### src/design/signaling_extractor_pkg.sv
// constants for the receive signaling extractor with indirect access engine
// assumes a 125 MHz system clock and a wishbone master with 32-bit data
package signaling_extractor_pkg;

    // clock and access timing
    localparam int CLK_MHZ        = 125;
    localparam int ACCESS_TIME_NS = 640;
    localparam int ACCESS_CYCLES  = (ACCESS_TIME_NS * CLK_MHZ) / 1000;
    localparam int ACCESS_CNT_W   = 7;

    // register indices; byte address is four times the index
    localparam int          ADR_W         = 10;
    localparam int          ADR_LSB       = 2;
    localparam logic [7:0] REG_CONFIG     = 8'h40;
    localparam logic [7:0] REG_STATUS     = 8'h41;
    localparam logic [7:0] REG_ADDR_CTRL  = 8'h42;
    localparam logic [7:0] REG_DATA_BUF   = 8'h43;

    // extractor configuration fields
    localparam int         CFG_W          = 5;
    localparam int         CFG_ESF_BIT    = 4;
    localparam int         CFG_FMS_HI_BIT = 3;
    localparam int         CFG_FMS_LO_BIT = 2;
    localparam int         CFG_IA_BIT     = 1;
    localparam int         CFG_PCH_BIT    = 0;
    localparam logic [4:0] CFG_RESET      = 5'h00;

    // status, address/control and data buffer fields
    localparam int         STATUS_BUSY_BIT = 7;
    localparam int         DIR_BIT         = 7;
    localparam int         IADDR_W         = 6;
    localparam int         SPACE_BIT       = 5;
    localparam int         NIBBLE_W        = 4;
    localparam logic [5:0] IADDR_RESET     = 6'h00;
    localparam logic [3:0] NIBBLE_RESET    = 4'h0;

    // internal address map
    localparam int         CHAN_COUNT   = 24;
    localparam logic [5:0] SIG_FIRST    = 6'h01;
    localparam logic [5:0] SIG_LAST     = 6'h18;
    localparam logic [5:0] EXT_CFG_ADDR = 6'h20;
    localparam logic [5:0] CCFG_FIRST   = 6'h21;
    localparam logic [5:0] CCFG_LAST    = 6'h38;

    // per-channel configuration fields
    localparam int CC_FLP_BIT = 3;
    localparam int CC_FIX_BIT = 2;
    localparam int CC_LVL_BIT = 1;
    localparam int CC_DBN_BIT = 0;

    // superframe structure: frames count from 1, channels from 0
    localparam logic [4:0] FRAME_A    = 5'd6;
    localparam logic [4:0] FRAME_B    = 5'd12;
    localparam logic [4:0] FRAME_C    = 5'd18;
    localparam logic [4:0] FRAME_D    = 5'd24;
    localparam logic [4:0] LAST_CHAN  = 5'd23;
    localparam int         BIT_A      = 3;
    localparam int         BIT_B      = 2;
    localparam int         BIT_C      = 1;
    localparam int         BIT_D      = 0;

    typedef enum logic [2:0] {
        ENG_IDLE = 3'b001,
        ENG_WAIT = 3'b010,
        ENG_DONE = 3'b100
    } engine_state_type;

endpackage

### src/design/signaling_extractor.sv
// receive signaling extractor: wishbone register bank, indirect access engine,
// per-channel signaling history with debounce and per-channel pcm processing.
// assumes the pcm stream comes from framer logic on clk_i (no synchroniser)
// Overview of operation
// extended superframe bit set selects extended superframe and ignores both mode bits
// otherwise mode bit hi 0 selects standard superframe, 1 the alternate carrier format
// mode bit lo 1 stops extraction, zeroes signaling stream, disables bit fixing
// host must set indirect access enable before using the extractor
// per-channel enable applies inversion, fixing and debounce; cleared disables them all
// reset clears format, mode, indirect enable and per-channel enable bits
// busy reads 1 during an indirect access and falls after it completes
// host polls busy until 0 before starting another indirect access
// an indirect access finishes within 640 ns
// writing address/control with a valid address launches one indirect access
// address/control holds internal address in bits 5:0, direction in bit 7
// host loads the data buffer before launching an indirect write
// indirect read places the nibble in data buffer bits 3:0 within 640 ns
// internal address bit 5 selects configuration space, else signaling data
// addresses 01H upward are channel signaling data, one per channel
// 20H is extractor configuration, 21H upward channel configuration, 19H-1FH ignored
// signaling read returns A,B,C,D in bits 3..0, upper bits zero
// in the superframe formats C reads as A and D reads as B
// returned signaling is from the third to last superframe received
// with debounce, a new state shows only after two equal superframes
// channel configuration holds invert, fix, force level and debounce bits 3..0
// fixing forces the byte lsb to force level, inverted when inversion is on
`timescale 1ns/10ps
module signaling_extractor (
    // clock, reset, enable
    input  wire logic        clk_i,
    input  wire logic        rst_i,
    input  wire logic        ce_i,
    // wishbone slave
    input  wire logic        cyc_i,
    input  wire logic        stb_i,
    input  wire logic        we_i,
    input  wire logic [9:0]  adr_i,
    input  wire logic [3:0]  sel_i,
    input  wire logic [31:0] dat_i,
    output logic      [31:0] dat_o,
    output logic             ack_o,
    // receive pcm stream from the framer
    input  wire logic        pcm_valid_i,
    input  wire logic        pcm_fbit_i,
    input  wire logic [4:0]  pcm_chan_i,
    input  wire logic [4:0]  pcm_frame_i,
    input  wire logic [7:0]  pcm_data_i,
    // processed pcm and signaling stream
    output logic             pcm_valid_o,
    output logic      [7:0]  pcm_data_o,
    output logic             sig_stream_o
);

    // register file
    logic [signaling_extractor_pkg::CFG_W-1:0]    config_reg;
    logic                                         busy_reg;
    logic                                         direction_reg;
    logic [signaling_extractor_pkg::IADDR_W-1:0]  iaddr_reg;
    logic [signaling_extractor_pkg::NIBBLE_W-1:0] nibble_reg;
    logic [31:0]                                  dat_reg;
    logic                                         ack_reg;

    // indirect engine
    signaling_extractor_pkg::engine_state_type           eng_reg;
    logic [signaling_extractor_pkg::ACCESS_CNT_W-1:0]   cnt_reg;

    // per-channel storage
    logic [3:0] chan_cfg_reg  [signaling_extractor_pkg::CHAN_COUNT];
    logic [3:0] sig_cur_reg   [signaling_extractor_pkg::CHAN_COUNT];
    logic [3:0] sig_h1_reg    [signaling_extractor_pkg::CHAN_COUNT];
    logic [3:0] sig_h2_reg    [signaling_extractor_pkg::CHAN_COUNT];
    logic [3:0] sig_vis_reg   [signaling_extractor_pkg::CHAN_COUNT];

    // pcm output stage
    logic       pcm_valid_reg;
    logic [7:0] pcm_data_reg;
    logic       sig_stream_reg;

    // decoded configuration
    logic       mode_esf;
    logic       mode_alt;
    logic       extract_off;
    logic       pch_en;
    logic       ia_enable;

    // bus decode
    logic       bus_req;
    logic       bus_wr;
    logic [7:0] bus_index;

    // stream decode
    logic       sig_frame;
    logic [1:0] sig_slot;
    logic       sf_end;
    logic [3:0] chan_cfg_now;
    logic [3:0] cur_merged;
    logic       launch;

    // which signaling bit a frame carries (3=A .. 0=D); valid flag in msb
    function automatic logic [2:0] sig_slot_of(input logic [4:0] frame, input logic esf);
        logic [2:0] r;
        r = 3'b000;
        if (frame == signaling_extractor_pkg::FRAME_A) begin
            r = {1'b1, 2'(signaling_extractor_pkg::BIT_A)};
        end else if (frame == signaling_extractor_pkg::FRAME_B) begin
            r = {1'b1, 2'(signaling_extractor_pkg::BIT_B)};
        end else if (esf && frame == signaling_extractor_pkg::FRAME_C) begin
            r = {1'b1, 2'(signaling_extractor_pkg::BIT_C)};
        end else if (esf && frame == signaling_extractor_pkg::FRAME_D) begin
            r = {1'b1, 2'(signaling_extractor_pkg::BIT_D)};
        end
        return r;
    endfunction

    // index of a channel inside a block of internal addresses
    function automatic logic [4:0] chan_of(input logic [5:0] addr, input logic [5:0] first);
        logic [5:0] d;
        d = addr - first;
        return d[4:0];
    endfunction

    // superframe formats repeat A and B in the C and D positions
    function automatic logic [3:0] sig_view(input logic [3:0] s, input logic esf);
        logic [3:0] r;
        r = s;
        if (!esf) begin
            r[signaling_extractor_pkg::BIT_C] = s[signaling_extractor_pkg::BIT_A];
            r[signaling_extractor_pkg::BIT_D] = s[signaling_extractor_pkg::BIT_B];
        end
        return r;
    endfunction

    assign mode_esf    = config_reg[signaling_extractor_pkg::CFG_ESF_BIT];
    assign mode_alt    = !mode_esf && config_reg[signaling_extractor_pkg::CFG_FMS_HI_BIT];
    assign extract_off = !mode_esf && config_reg[signaling_extractor_pkg::CFG_FMS_LO_BIT];
    assign pch_en      = config_reg[signaling_extractor_pkg::CFG_PCH_BIT];
    assign ia_enable   = config_reg[signaling_extractor_pkg::CFG_IA_BIT];

    assign bus_req   = cyc_i && stb_i && !ack_reg;
    assign bus_wr    = bus_req && we_i && sel_i[0];
    assign bus_index = adr_i[signaling_extractor_pkg::ADR_W-1:signaling_extractor_pkg::ADR_LSB];

    // the engine only runs in indirect mode, so a host that skipped the enable sees no busy
    assign launch = bus_wr && bus_index == signaling_extractor_pkg::REG_ADDR_CTRL
                    && ia_enable && eng_reg == signaling_extractor_pkg::ENG_IDLE;

    assign {sig_frame, sig_slot} = sig_slot_of(pcm_frame_i, mode_esf);
    assign sf_end = pcm_valid_i && !pcm_fbit_i && pcm_chan_i == signaling_extractor_pkg::LAST_CHAN
                    && pcm_frame_i == (mode_esf ? signaling_extractor_pkg::FRAME_D
                                                : signaling_extractor_pkg::FRAME_B);
    assign chan_cfg_now = (pcm_chan_i <= signaling_extractor_pkg::LAST_CHAN && pch_en)
                          ? chan_cfg_reg[pcm_chan_i] : 4'h0;

    always_comb begin
        cur_merged = 4'h0;
        if (pcm_chan_i <= signaling_extractor_pkg::LAST_CHAN) begin
            cur_merged = sig_cur_reg[pcm_chan_i];
            cur_merged[sig_slot] = pcm_data_i[0];
        end
    end

    // wishbone answer: one wait state, ack dropped the cycle after it is given
    always_ff @(posedge clk_i) begin
        if (rst_i) begin
            ack_reg <= 1'b0;
        end else if (ce_i) begin
            ack_reg <= bus_req;
        end
    end

    always_ff @(posedge clk_i) begin
        if (rst_i) begin
            dat_reg <= 32'h0000_0000;
        end else if (ce_i && bus_req) begin
            dat_reg <= 32'h0000_0000;
            case (bus_index)
                signaling_extractor_pkg::REG_CONFIG:    dat_reg[4:0] <= config_reg;
                signaling_extractor_pkg::REG_STATUS:
                    dat_reg[signaling_extractor_pkg::STATUS_BUSY_BIT] <= busy_reg;
                signaling_extractor_pkg::REG_ADDR_CTRL: begin
                    dat_reg[signaling_extractor_pkg::DIR_BIT] <= direction_reg;
                    dat_reg[5:0] <= iaddr_reg;
                end
                signaling_extractor_pkg::REG_DATA_BUF:  dat_reg[3:0] <= nibble_reg;
                default:                                dat_reg <= 32'h0000_0000;
            endcase
        end
    end

    // extractor configuration: written directly or through internal address 20H
    always_ff @(posedge clk_i) begin
        if (rst_i) begin
            config_reg <= signaling_extractor_pkg::CFG_RESET;
        end else if (ce_i) begin
            if (bus_wr && bus_index == signaling_extractor_pkg::REG_CONFIG) begin
                config_reg <= dat_i[signaling_extractor_pkg::CFG_W-1:0];
            end else if (eng_reg == signaling_extractor_pkg::ENG_DONE && !direction_reg
                         && iaddr_reg == signaling_extractor_pkg::EXT_CFG_ADDR) begin
                config_reg[3:0] <= nibble_reg;
            end
        end
    end

    // address/control register
    always_ff @(posedge clk_i) begin
        if (rst_i) begin
            direction_reg <= 1'b0;
            iaddr_reg     <= signaling_extractor_pkg::IADDR_RESET;
        end else if (ce_i && bus_wr && bus_index == signaling_extractor_pkg::REG_ADDR_CTRL) begin
            direction_reg <= dat_i[signaling_extractor_pkg::DIR_BIT];
            iaddr_reg     <= dat_i[signaling_extractor_pkg::IADDR_W-1:0];
        end
    end

    // indirect engine: busy for the whole access, work done in the last cycle
    always_ff @(posedge clk_i) begin
        if (rst_i) begin
            eng_reg  <= signaling_extractor_pkg::ENG_IDLE;
            cnt_reg  <= '0;
            busy_reg <= 1'b0;
        end else if (ce_i) begin
            case (eng_reg)
                signaling_extractor_pkg::ENG_IDLE: begin
                    if (launch) begin
                        eng_reg  <= signaling_extractor_pkg::ENG_WAIT;
                        busy_reg <= 1'b1;
                        cnt_reg  <= signaling_extractor_pkg::ACCESS_CNT_W'(
                                    signaling_extractor_pkg::ACCESS_CYCLES - 2);
                    end
                end
                signaling_extractor_pkg::ENG_WAIT: begin
                    if (cnt_reg == '0) begin
                        eng_reg <= signaling_extractor_pkg::ENG_DONE;
                    end else begin
                        cnt_reg <= cnt_reg - 1'b1;
                    end
                end
                signaling_extractor_pkg::ENG_DONE: begin
                    eng_reg  <= signaling_extractor_pkg::ENG_IDLE;
                    busy_reg <= 1'b0;
                end
                default: begin
                    eng_reg  <= signaling_extractor_pkg::ENG_IDLE;
                    busy_reg <= 1'b0;
                end
            endcase
        end
    end

    // data buffer: host writes it, an indirect read overwrites it at completion
    always_ff @(posedge clk_i) begin
        if (rst_i) begin
            nibble_reg <= signaling_extractor_pkg::NIBBLE_RESET;
        end else if (ce_i) begin
            if (eng_reg == signaling_extractor_pkg::ENG_DONE && direction_reg) begin
                if (!iaddr_reg[signaling_extractor_pkg::SPACE_BIT]) begin
                    if (iaddr_reg >= signaling_extractor_pkg::SIG_FIRST
                        && iaddr_reg <= signaling_extractor_pkg::SIG_LAST) begin
                        nibble_reg <= sig_view(sig_vis_reg[chan_of(iaddr_reg,
                                      signaling_extractor_pkg::SIG_FIRST)], mode_esf);
                    end else begin
                        nibble_reg <= 4'h0;
                    end
                end else if (iaddr_reg == signaling_extractor_pkg::EXT_CFG_ADDR) begin
                    nibble_reg <= config_reg[3:0];
                end else if (iaddr_reg <= signaling_extractor_pkg::CCFG_LAST) begin
                    nibble_reg <= chan_cfg_reg[chan_of(iaddr_reg, signaling_extractor_pkg::CCFG_FIRST)];
                end else begin
                    nibble_reg <= 4'h0;
                end
            end else if (bus_wr && bus_index == signaling_extractor_pkg::REG_DATA_BUF) begin
                nibble_reg <= dat_i[signaling_extractor_pkg::NIBBLE_W-1:0];
            end
        end
    end

    // per-channel configuration, written only through the indirect engine
    always_ff @(posedge clk_i) begin
        if (rst_i) begin
            for (int i = 0; i < signaling_extractor_pkg::CHAN_COUNT; i++) begin
                chan_cfg_reg[i] <= 4'h0;
            end
        end else if (ce_i && eng_reg == signaling_extractor_pkg::ENG_DONE && !direction_reg
                     && iaddr_reg >= signaling_extractor_pkg::CCFG_FIRST
                     && iaddr_reg <= signaling_extractor_pkg::CCFG_LAST) begin
            chan_cfg_reg[chan_of(iaddr_reg, signaling_extractor_pkg::CCFG_FIRST)] <= nibble_reg;
        end
    end

    // signaling under assembly for the current superframe
    always_ff @(posedge clk_i) begin
        if (rst_i) begin
            for (int i = 0; i < signaling_extractor_pkg::CHAN_COUNT; i++) begin
                sig_cur_reg[i] <= 4'h0;
            end
        end else if (ce_i && pcm_valid_i && !pcm_fbit_i && sig_frame && !extract_off
                     && pcm_chan_i <= signaling_extractor_pkg::LAST_CHAN) begin
            sig_cur_reg[pcm_chan_i] <= cur_merged;
        end
    end

    // history: visible state lags the newest superframe by two
    always_ff @(posedge clk_i) begin
        if (rst_i) begin
            for (int i = 0; i < signaling_extractor_pkg::CHAN_COUNT; i++) begin
                sig_h1_reg[i]  <= 4'h0;
                sig_h2_reg[i]  <= 4'h0;
                sig_vis_reg[i] <= 4'h0;
            end
        end else if (ce_i && sf_end && !extract_off) begin
            for (int i = 0; i < signaling_extractor_pkg::CHAN_COUNT; i++) begin
                // the last channel's final bit arrives in this same cycle
                sig_h1_reg[i] <= (5'(i) == pcm_chan_i && sig_frame) ? cur_merged : sig_cur_reg[i];
                sig_h2_reg[i] <= sig_h1_reg[i];
                if (!(pch_en && chan_cfg_reg[i][signaling_extractor_pkg::CC_DBN_BIT])
                    || sig_h1_reg[i] == sig_h2_reg[i]) begin
                    sig_vis_reg[i] <= sig_h2_reg[i];
                end
            end
        end
    end

    // pcm processing: invert, fix signaling bit, emit signaling stream
    always_ff @(posedge clk_i) begin
        if (rst_i) begin
            pcm_valid_reg  <= 1'b0;
            pcm_data_reg   <= 8'h00;
            sig_stream_reg <= 1'b0;
        end else if (ce_i) begin
            pcm_valid_reg  <= pcm_valid_i;
            pcm_data_reg   <= pcm_data_i;
            sig_stream_reg <= 1'b0;
            if (pcm_valid_i && !pcm_fbit_i) begin
                if (chan_cfg_now[signaling_extractor_pkg::CC_FLP_BIT]) begin
                    pcm_data_reg <= ~pcm_data_i;
                end
                if (chan_cfg_now[signaling_extractor_pkg::CC_FIX_BIT] && !extract_off) begin
                    pcm_data_reg[0] <= chan_cfg_now[signaling_extractor_pkg::CC_LVL_BIT]
                                       ^ chan_cfg_now[signaling_extractor_pkg::CC_FLP_BIT];
                end
                if (sig_frame && !extract_off) begin
                    sig_stream_reg <= pcm_data_i[0];
                end
            end
        end
    end

    assign dat_o        = dat_reg;
    assign ack_o        = ack_reg;
    assign pcm_valid_o  = pcm_valid_reg;
    assign pcm_data_o   = pcm_data_reg;
    assign sig_stream_o = sig_stream_reg;

    // the alt flag only shares the superframe path; kept for readability of the mode decode
    logic unused_mode;
    assign unused_mode = mode_alt;

endmodule // signaling_extractor

### config.mk
export PLATFORM = sky130hd
export DESIGN_NAME = signaling_extractor
export DESIGN_NICKNAME = d
export VERILOG_FILES = /design/src/design/signaling_extractor_pkg.sv /design/src/design/signaling_extractor.sv
export SDC_FILE = /design/constraint.sdc
export NUM_CORES = 1
export LEC_CHECK = 0
export BUFFER_PORTS_ARGS = -buffer_cell sky130_fd_sc_hd__buf_4
export CAP_MARGIN = 20
export CORE_ASPECT_RATIO = 1.75
export CORE_MARGIN = 10
export CORE_UTILIZATION = 49
export CTS_CLUSTER_DIAMETER = 40
export CTS_CLUSTER_SIZE = 24
export DETAILED_ROUTE_END_ITERATION = 10
export PLACE_DENSITY = 0.77
export SYNTH_ARGS = -nofsm -noshare
export SYNTH_HDL_FRONTEND = slang
export SYNTH_SLANG_ARGS = --single-unit
### constraint.sdc
create_clock -name clk_i -period 7.17 [get_ports clk_i]
set_clock_uncertainty 0.05 [all_clocks]
set_input_delay 0.3585 -clock clk_i [delete_from_list [all_inputs] [get_ports clk_i]]
set_output_delay 0.3585 -clock clk_i [all_outputs]
set_load 0.02 [all_outputs]
## After elaboration in Yosys (flattened, before gate mapping)

Memory sizes are Yosys's and may differ from the RTL's.
Cells that the tools add are included.

- Bits in latches: 0
- Word-level logic and storage cells: 563
- Memory bits (read-only): 0
- Memories kept: 5
- Bits in registers: 45
- Output and inout port bits: 43
- Memory bits (writable): 480

Memories:

| name | depth | width | rd ports | clocked after Yosys merged registers in | wr ports | line | text |
|---|---|---|---|---|---|---|---|
| chan_cfg_reg | 24 | 4 | 26 | 0 | 24 | signaling_extractor.sv:68 | `logic [3:0] chan_cfg_reg [signaling_extractor_pkg::CHAN_COUNT];` |
| sig_cur_reg | 24 | 4 | 25 | 0 | 24 | signaling_extractor.sv:69 | `logic [3:0] sig_cur_reg [signaling_extractor_pkg::CHAN_COUNT];` |
| sig_h1_reg | 24 | 4 | 24 | 0 | 24 | signaling_extractor.sv:70 | `logic [3:0] sig_h1_reg [signaling_extractor_pkg::CHAN_COUNT];` |
| sig_h2_reg | 24 | 4 | 24 | 0 | 24 | signaling_extractor.sv:71 | `logic [3:0] sig_h2_reg [signaling_extractor_pkg::CHAN_COUNT];` |
| sig_vis_reg | 24 | 4 | 1 | 0 | 24 | signaling_extractor.sv:72 | `logic [3:0] sig_vis_reg [signaling_extractor_pkg::CHAN_COUNT];` |

- Multiplexer cells: 245
- Equal/unequal tests: 64
- Shift-type cells: 0
- Reduce and logical (&&, ||, !) cells: 151
- Magnitude comparators: 7
- Add/subtract/negate cells: 3
- Bitwise logic cells: 75
- $mul: 0
- Divide/modulo/power cells: 0

Operator list:

| operator | number |
|---|---|
| two-way mux 4 bit | 108 |
| two-way mux 1 bit | 115 |
| == test 4 bit | 24 |
| logical AND 1 bit | 85 |
| OR 1 bit | 72 |
| == test 4 x 5 -> 1 bit, first input constant | 8 |
| == test 5 bit, first input constant | 8 |
| == test 8 x 7 -> 1 bit, second input constant | 4 |
| zero test 1 bit | 29 |
| logical OR 1 bit | 24 |
| == test 3 x 5 -> 1 bit, first input constant | 4 |
| two-way mux 3 bit | 6 |
| two-way mux 8 bit | 2 |
| == test 5 bit, second input constant | 3 |
| two-way mux 5 bit | 3 |
| two-way mux 7 bit | 2 |
| case mux 7 bit (2 select lines) | 1 |
| case mux 4 bit (3 select lines) | 1 |
| == test 2 x 5 -> 1 bit, first input constant | 2 |
| subtractor 5 x 1 -> 5 bit, second input constant | 2 |
| inverter 8 bit | 1 |
| OR reduction 4 bit | 2 |
| zero test 7 bit | 1 |
| subtractor 7 x 1 -> 7 bit, second input constant | 1 |
| other kinds (28) | 37 |

## Longest topological paths before layout

- Depth in word-level cells: 14
- Mapped depth: 14
- Gate-level depth less buffers: 9

## Least setup slack after synthesis

No wires, ideal clock.

- Path kind: input to register
- Start: input port pcm_chan_i[1]
- End: memory sig_h1_reg[0][0], enable pin
- Path buffers: 3
- Setup time: 0.472 ns
- Path slack: 2.574 ns
- Cell stages on the path: 7
- Arrival: 4.074 ns
- Path through: buf_2 > buf_2 > and3_1 > nand3_1 > nor3_2 > clkbuf_1 > or2_2

RTL lines:

| what | line | text |
|---|---|---|
| start: declaration | signaling_extractor.sv:45 | `input wire logic [4:0] pcm_chan_i,` |
| end: declaration | signaling_extractor.sv:70 |  |

## Worst setup path in the final report

- Start: register iaddr_reg[0] (netlist bit)
- End: register nibble_reg[1] (netlist bit)

- Cells in the longest elaborated chain, start to end: 6
- Elaborated cells on any way between the ends: 15
- Classes of those cells: 2 x add/sub; 3 x order compare; 1 x eq/ne; 6 x mux; 1 x reduce/logical; 2 x memory

Ends and longest elaborated chain:

| what | line | text |
|---|---|---|
| start: declaration | signaling_extractor.sv:58 | `logic [signaling_extractor_pkg::IADDR_W-1:0] iaddr_reg;` |
| start signal: assignment | signaling_extractor.sv:208 | `iaddr_reg <= signaling_extractor_pkg::IADDR_RESET;` |
| start signal: assignment | signaling_extractor.sv:211 | `iaddr_reg <= dat_i[signaling_extractor_pkg::IADDR_W-1:0];` |
| subtractor 5 x 1 -> 5 bit | signaling_extractor.sv:118 | `d = addr - first;` |
| memory read (24 x 4 bit), on equally long branches | - |  |
| two-way mux 2 bit or two-way mux 4 bit (tied branches) | signaling_extractor.sv:126, signaling_extractor.sv:266 |  |
| two-way mux 4 bit, on equally long branches | signaling_extractor.sv:257, signaling_extractor.sv:264 |  |
| two-way mux 4 bit (*) | signaling_extractor.sv:256 | `if (!iaddr_reg[signaling_extractor_pkg::SPACE_BIT]) begin` |
| two-way mux 4 bit (*) | signaling_extractor.sv:255 | `if (eng_reg == signaling_extractor_pkg::ENG_DONE && direction_reg) begin` |
| end signal: assignment | signaling_extractor.sv:253 | `nibble_reg <= signaling_extractor_pkg::NIBBLE_RESET;` |
| end signal: assignment | signaling_extractor.sv:259 | `nibble_reg <= sig_view(sig_vis_reg[chan_of(iaddr_reg,` |
| end signal: assignment | signaling_extractor.sv:265 | `nibble_reg <= config_reg[3:0];` |
| end: declaration | signaling_extractor.sv:59 | `logic [signaling_extractor_pkg::NIBBLE_W-1:0] nibble_reg;` |

Mark *: on every way between the ends. The rest lies on a longest branch, timed or not.
A chain may end at the register's enable or synchronous reset.

==> impl_metrics.toml <==
[run_status]
status = "finished, final reports clean"

[pwr]
p_per_area_mw_per_mm2 = 219.7
vdd_ir_drop_max_mv = 0.1894
total_power_w = 0.006684
total_leakage_power_nw = 10.43

[logic_synthesis]
synth_edf_count = 536
synth.avg_cell_area_um2 = 13.11
synthCells = 2130
netlist-cell-type-count = 75
synth_top_area_share_pct = 57.65
synthFlopType = "edfxtp_1"
synth.cell_area_mm2 = 0.02792
seq_area_frac_synth_pct = 60.88
synth_top_area_cell = "edfxtp_1"
async_flop_share_pct = 0
synth_area_leaders = "edfxtp_1 58%, mux4_2 8.7%, nor2_1 3.9%"
ys_ff_latch = 581
yosysWarnings = 0

[sta]
fmax_ghz = 0.2208
min_period_over_period_pct = 63.17
hold_viol_final = 0
maxSlewHeadroom_pct = 18.75
drv_slew = 0
fin_crit_ns = 4.529
worst_slew_pin_slew_ns = 1.188
worst_slack_ns = 2.641
fin_tns_setup_ns = 0
finalSetupViolCount = 0
rsz0062_at_grt = "no"

[layout]
seqCellArea_mm2 = 0.01700
largest_reg_flops = 128
antenna_cells = 0
final_common_cell = "edfxtp_1"
final_cell_mix = "536 x edfxtp_1, 291 x nor2_1, 174 x and2_1, 122 x nand2_1, 108 x mux4_2"
drive_gt1_share_pct = 13.79
multi_input_area_mm2 = 0.01035
nFillCells = 4456
syn_to_final_growth_pct = 8.995
nNetsFinal = 2247

[clock_tree]
postCtsSetupRepairBufs = 0
cts_buffers = 40
cts_tree = "done"
root_buffer = "clkbuf_16"
clkTransAtPathRegs_ns = 0.08
cts_max_level = 2
clk_latency_ns = 0.60
clockBufferDepth = 3
cts_sinks = 581

[drt]
drt-total-wl_um = 67490
wire_per_inst_um = 22.82
drc = 0
drtAntennaViolNets = 0
drt_iter0_drc = 1309
via_per_inst = 5.826
first_pass_iters = 7
vias = 17230

[floorplanning]
start_util_pct = 49.62
dieWidth_um = 200.4
dieArea_mm2 = 0.06730
ios = 115
die_h_um = 335.8
row_count = 115
core_mm2 = 0.05626

[placement]
dpl.hpwl_um = 48240
gp_congestion = 0.9951
post-place-ws_ns = 2.722
portBuffers = 59

[global_routing]
first_global_vias = 17430
grt_overflow_total = 0
antenna_found_initial = 0
grt_max_degree = 117
grt_pass1_wl_um = 101800
grt_use_total_pct = 19.54

[min_path]
hold_class = "input pin to flip-flop"

[flow_run]
cap_viol_max_count = 0

[critical_path]
cp_slowest_cell = "a221oi_1"
critical_path_class = "flip-flop to flip-flop"
worst_path_largest_cell_delay_ns = 0.89
start_kind = "flip-flop"
required_ns = 7.56
end_kind = "flip-flop"
crit_arrival_ns = 4.92
crit_chain = "inv_1, ha_2, buf_4, mux4_2, o22ai_1, nor3_1, a221oi_1, o21ai_0"
cp_max_fo = 33
## critical path: cells and delay by family (launching register included)
family	cells	cell delay (ns)
simple gates	1	0.27
compound gates	3	1.51
fa+ha+maj	1	0.79
flops	1	0.59
mux	1	0.43
buf+inv	2	0.72
## metrics by stage
stage / cells / instance area [µm²] / util [%] / hold WS, ns
after global routing: 2957 / 30430 / 54.09 / 0.03679
after detailed placement: 2876 / 29000 / 51.54 / 0.4036
after floorplan: 2182 / 28110 / - / 0.4001
final: 2957 / 30430 / 54.09 / 0.02845
after global placement: 2876 / 29000 / 51.54 / 0.3921
after CTS: 2956 / 30400 / 54.04 / 0.002086
## per-layer routing
metal	up-vias	global-route usage [%]	wire length, µm
met5	-	0	0
met4	0	15.45	5567
met3	257	2.504	3595
met2	735	35.71	35350
met1	8461	19.85	22980
li1	7774	-	-
## synth_stat cells (3+ instances only)
cell type,number
a2111oi_0,4
a211oi_1,13
a21o_1,13
a21oi_1,33
a221oi_1,3
a22oi_1,9
a31o_2,4
a31oi_1,3
and2_1,174
and3_1,9
buf_1,9
buf_2,36
buf_4,30
clkbuf_1,73
dfxtp_1,45
edfxtp_1,536
ha_1,8
inv_1,15
mux2_2,3
mux2i_1,50
mux4_2,108
nand2_1,122
nand2b_1,56
nand3_1,59
nand3b_1,18
nand4_1,26
nand4b_1,3
nor2_1,291
nor2b_1,59
nor3_1,12
nor3_2,4
nor3b_1,4
o211ai_1,4
o21a_1,74
o21ai_0,25
o21bai_1,13
o22ai_1,7
or2_2,13
or3_1,9
or3b_2,3
xnor2_1,106
xor2_1,6
## report_power, final
part / internal, W / switching (W) / total (W) / leakage (nW)
sequential: 0.00382 / 0.0000743 / 0.00389 / 5.89
combinational: 0.000163 / 0.000256 / 0.000419 / 3.90
clock: 0.00114 / 0.00123 / 0.00237 / 0.643
total: 0.00512 / 0.00156 / 0.00668 / 10.4
## what timing repair did
item | in CTS | in global routing
hold buffers | 8 | 0
hold endpoints to repair | 9 | 0
gates resized for setup | 0 | 0
## area by class of cell
cell class / count / share of cell area, %
Timing Repair Buffer: 92 / 2.455
Clock inverter: 29 / 0.9622
Multi-Input combinational cell: 1437 / 34.01
Clock buffer: 43 / 3.396
Tap cell: 760 / 3.125
Sequential cell: 581 / 55.87
Inverter: 15 / 0.1850
## path summary, 6_finish.rpt
kind | startpoint | to | slack, ns | cells past startpoint
min reg2reg | dat_o[5] | dat_o[5] | 0.43 | 2
max reg2reg | iaddr_reg[0] | nibble_reg[1] | 2.64 | 8
max | iaddr_reg[0] | nibble_reg[1] | 2.64 | 8
min | pcm_data_i[5] | pcm_data_o[5] | 0.03 | 3
## logic make-up after synthesis
logic type	after synthesis	share of synthesized area [%]
compound gates	227	5.817
xor+xnor	112	3.514
fa+ha+maj	8	0.3585
buf+inv	164	2.797
flops	581	60.88
mux	161	10.63
other cells	1	0.01343
simple gates	876	16.00
Note: power is estimated with default switching activity, not from simulation.
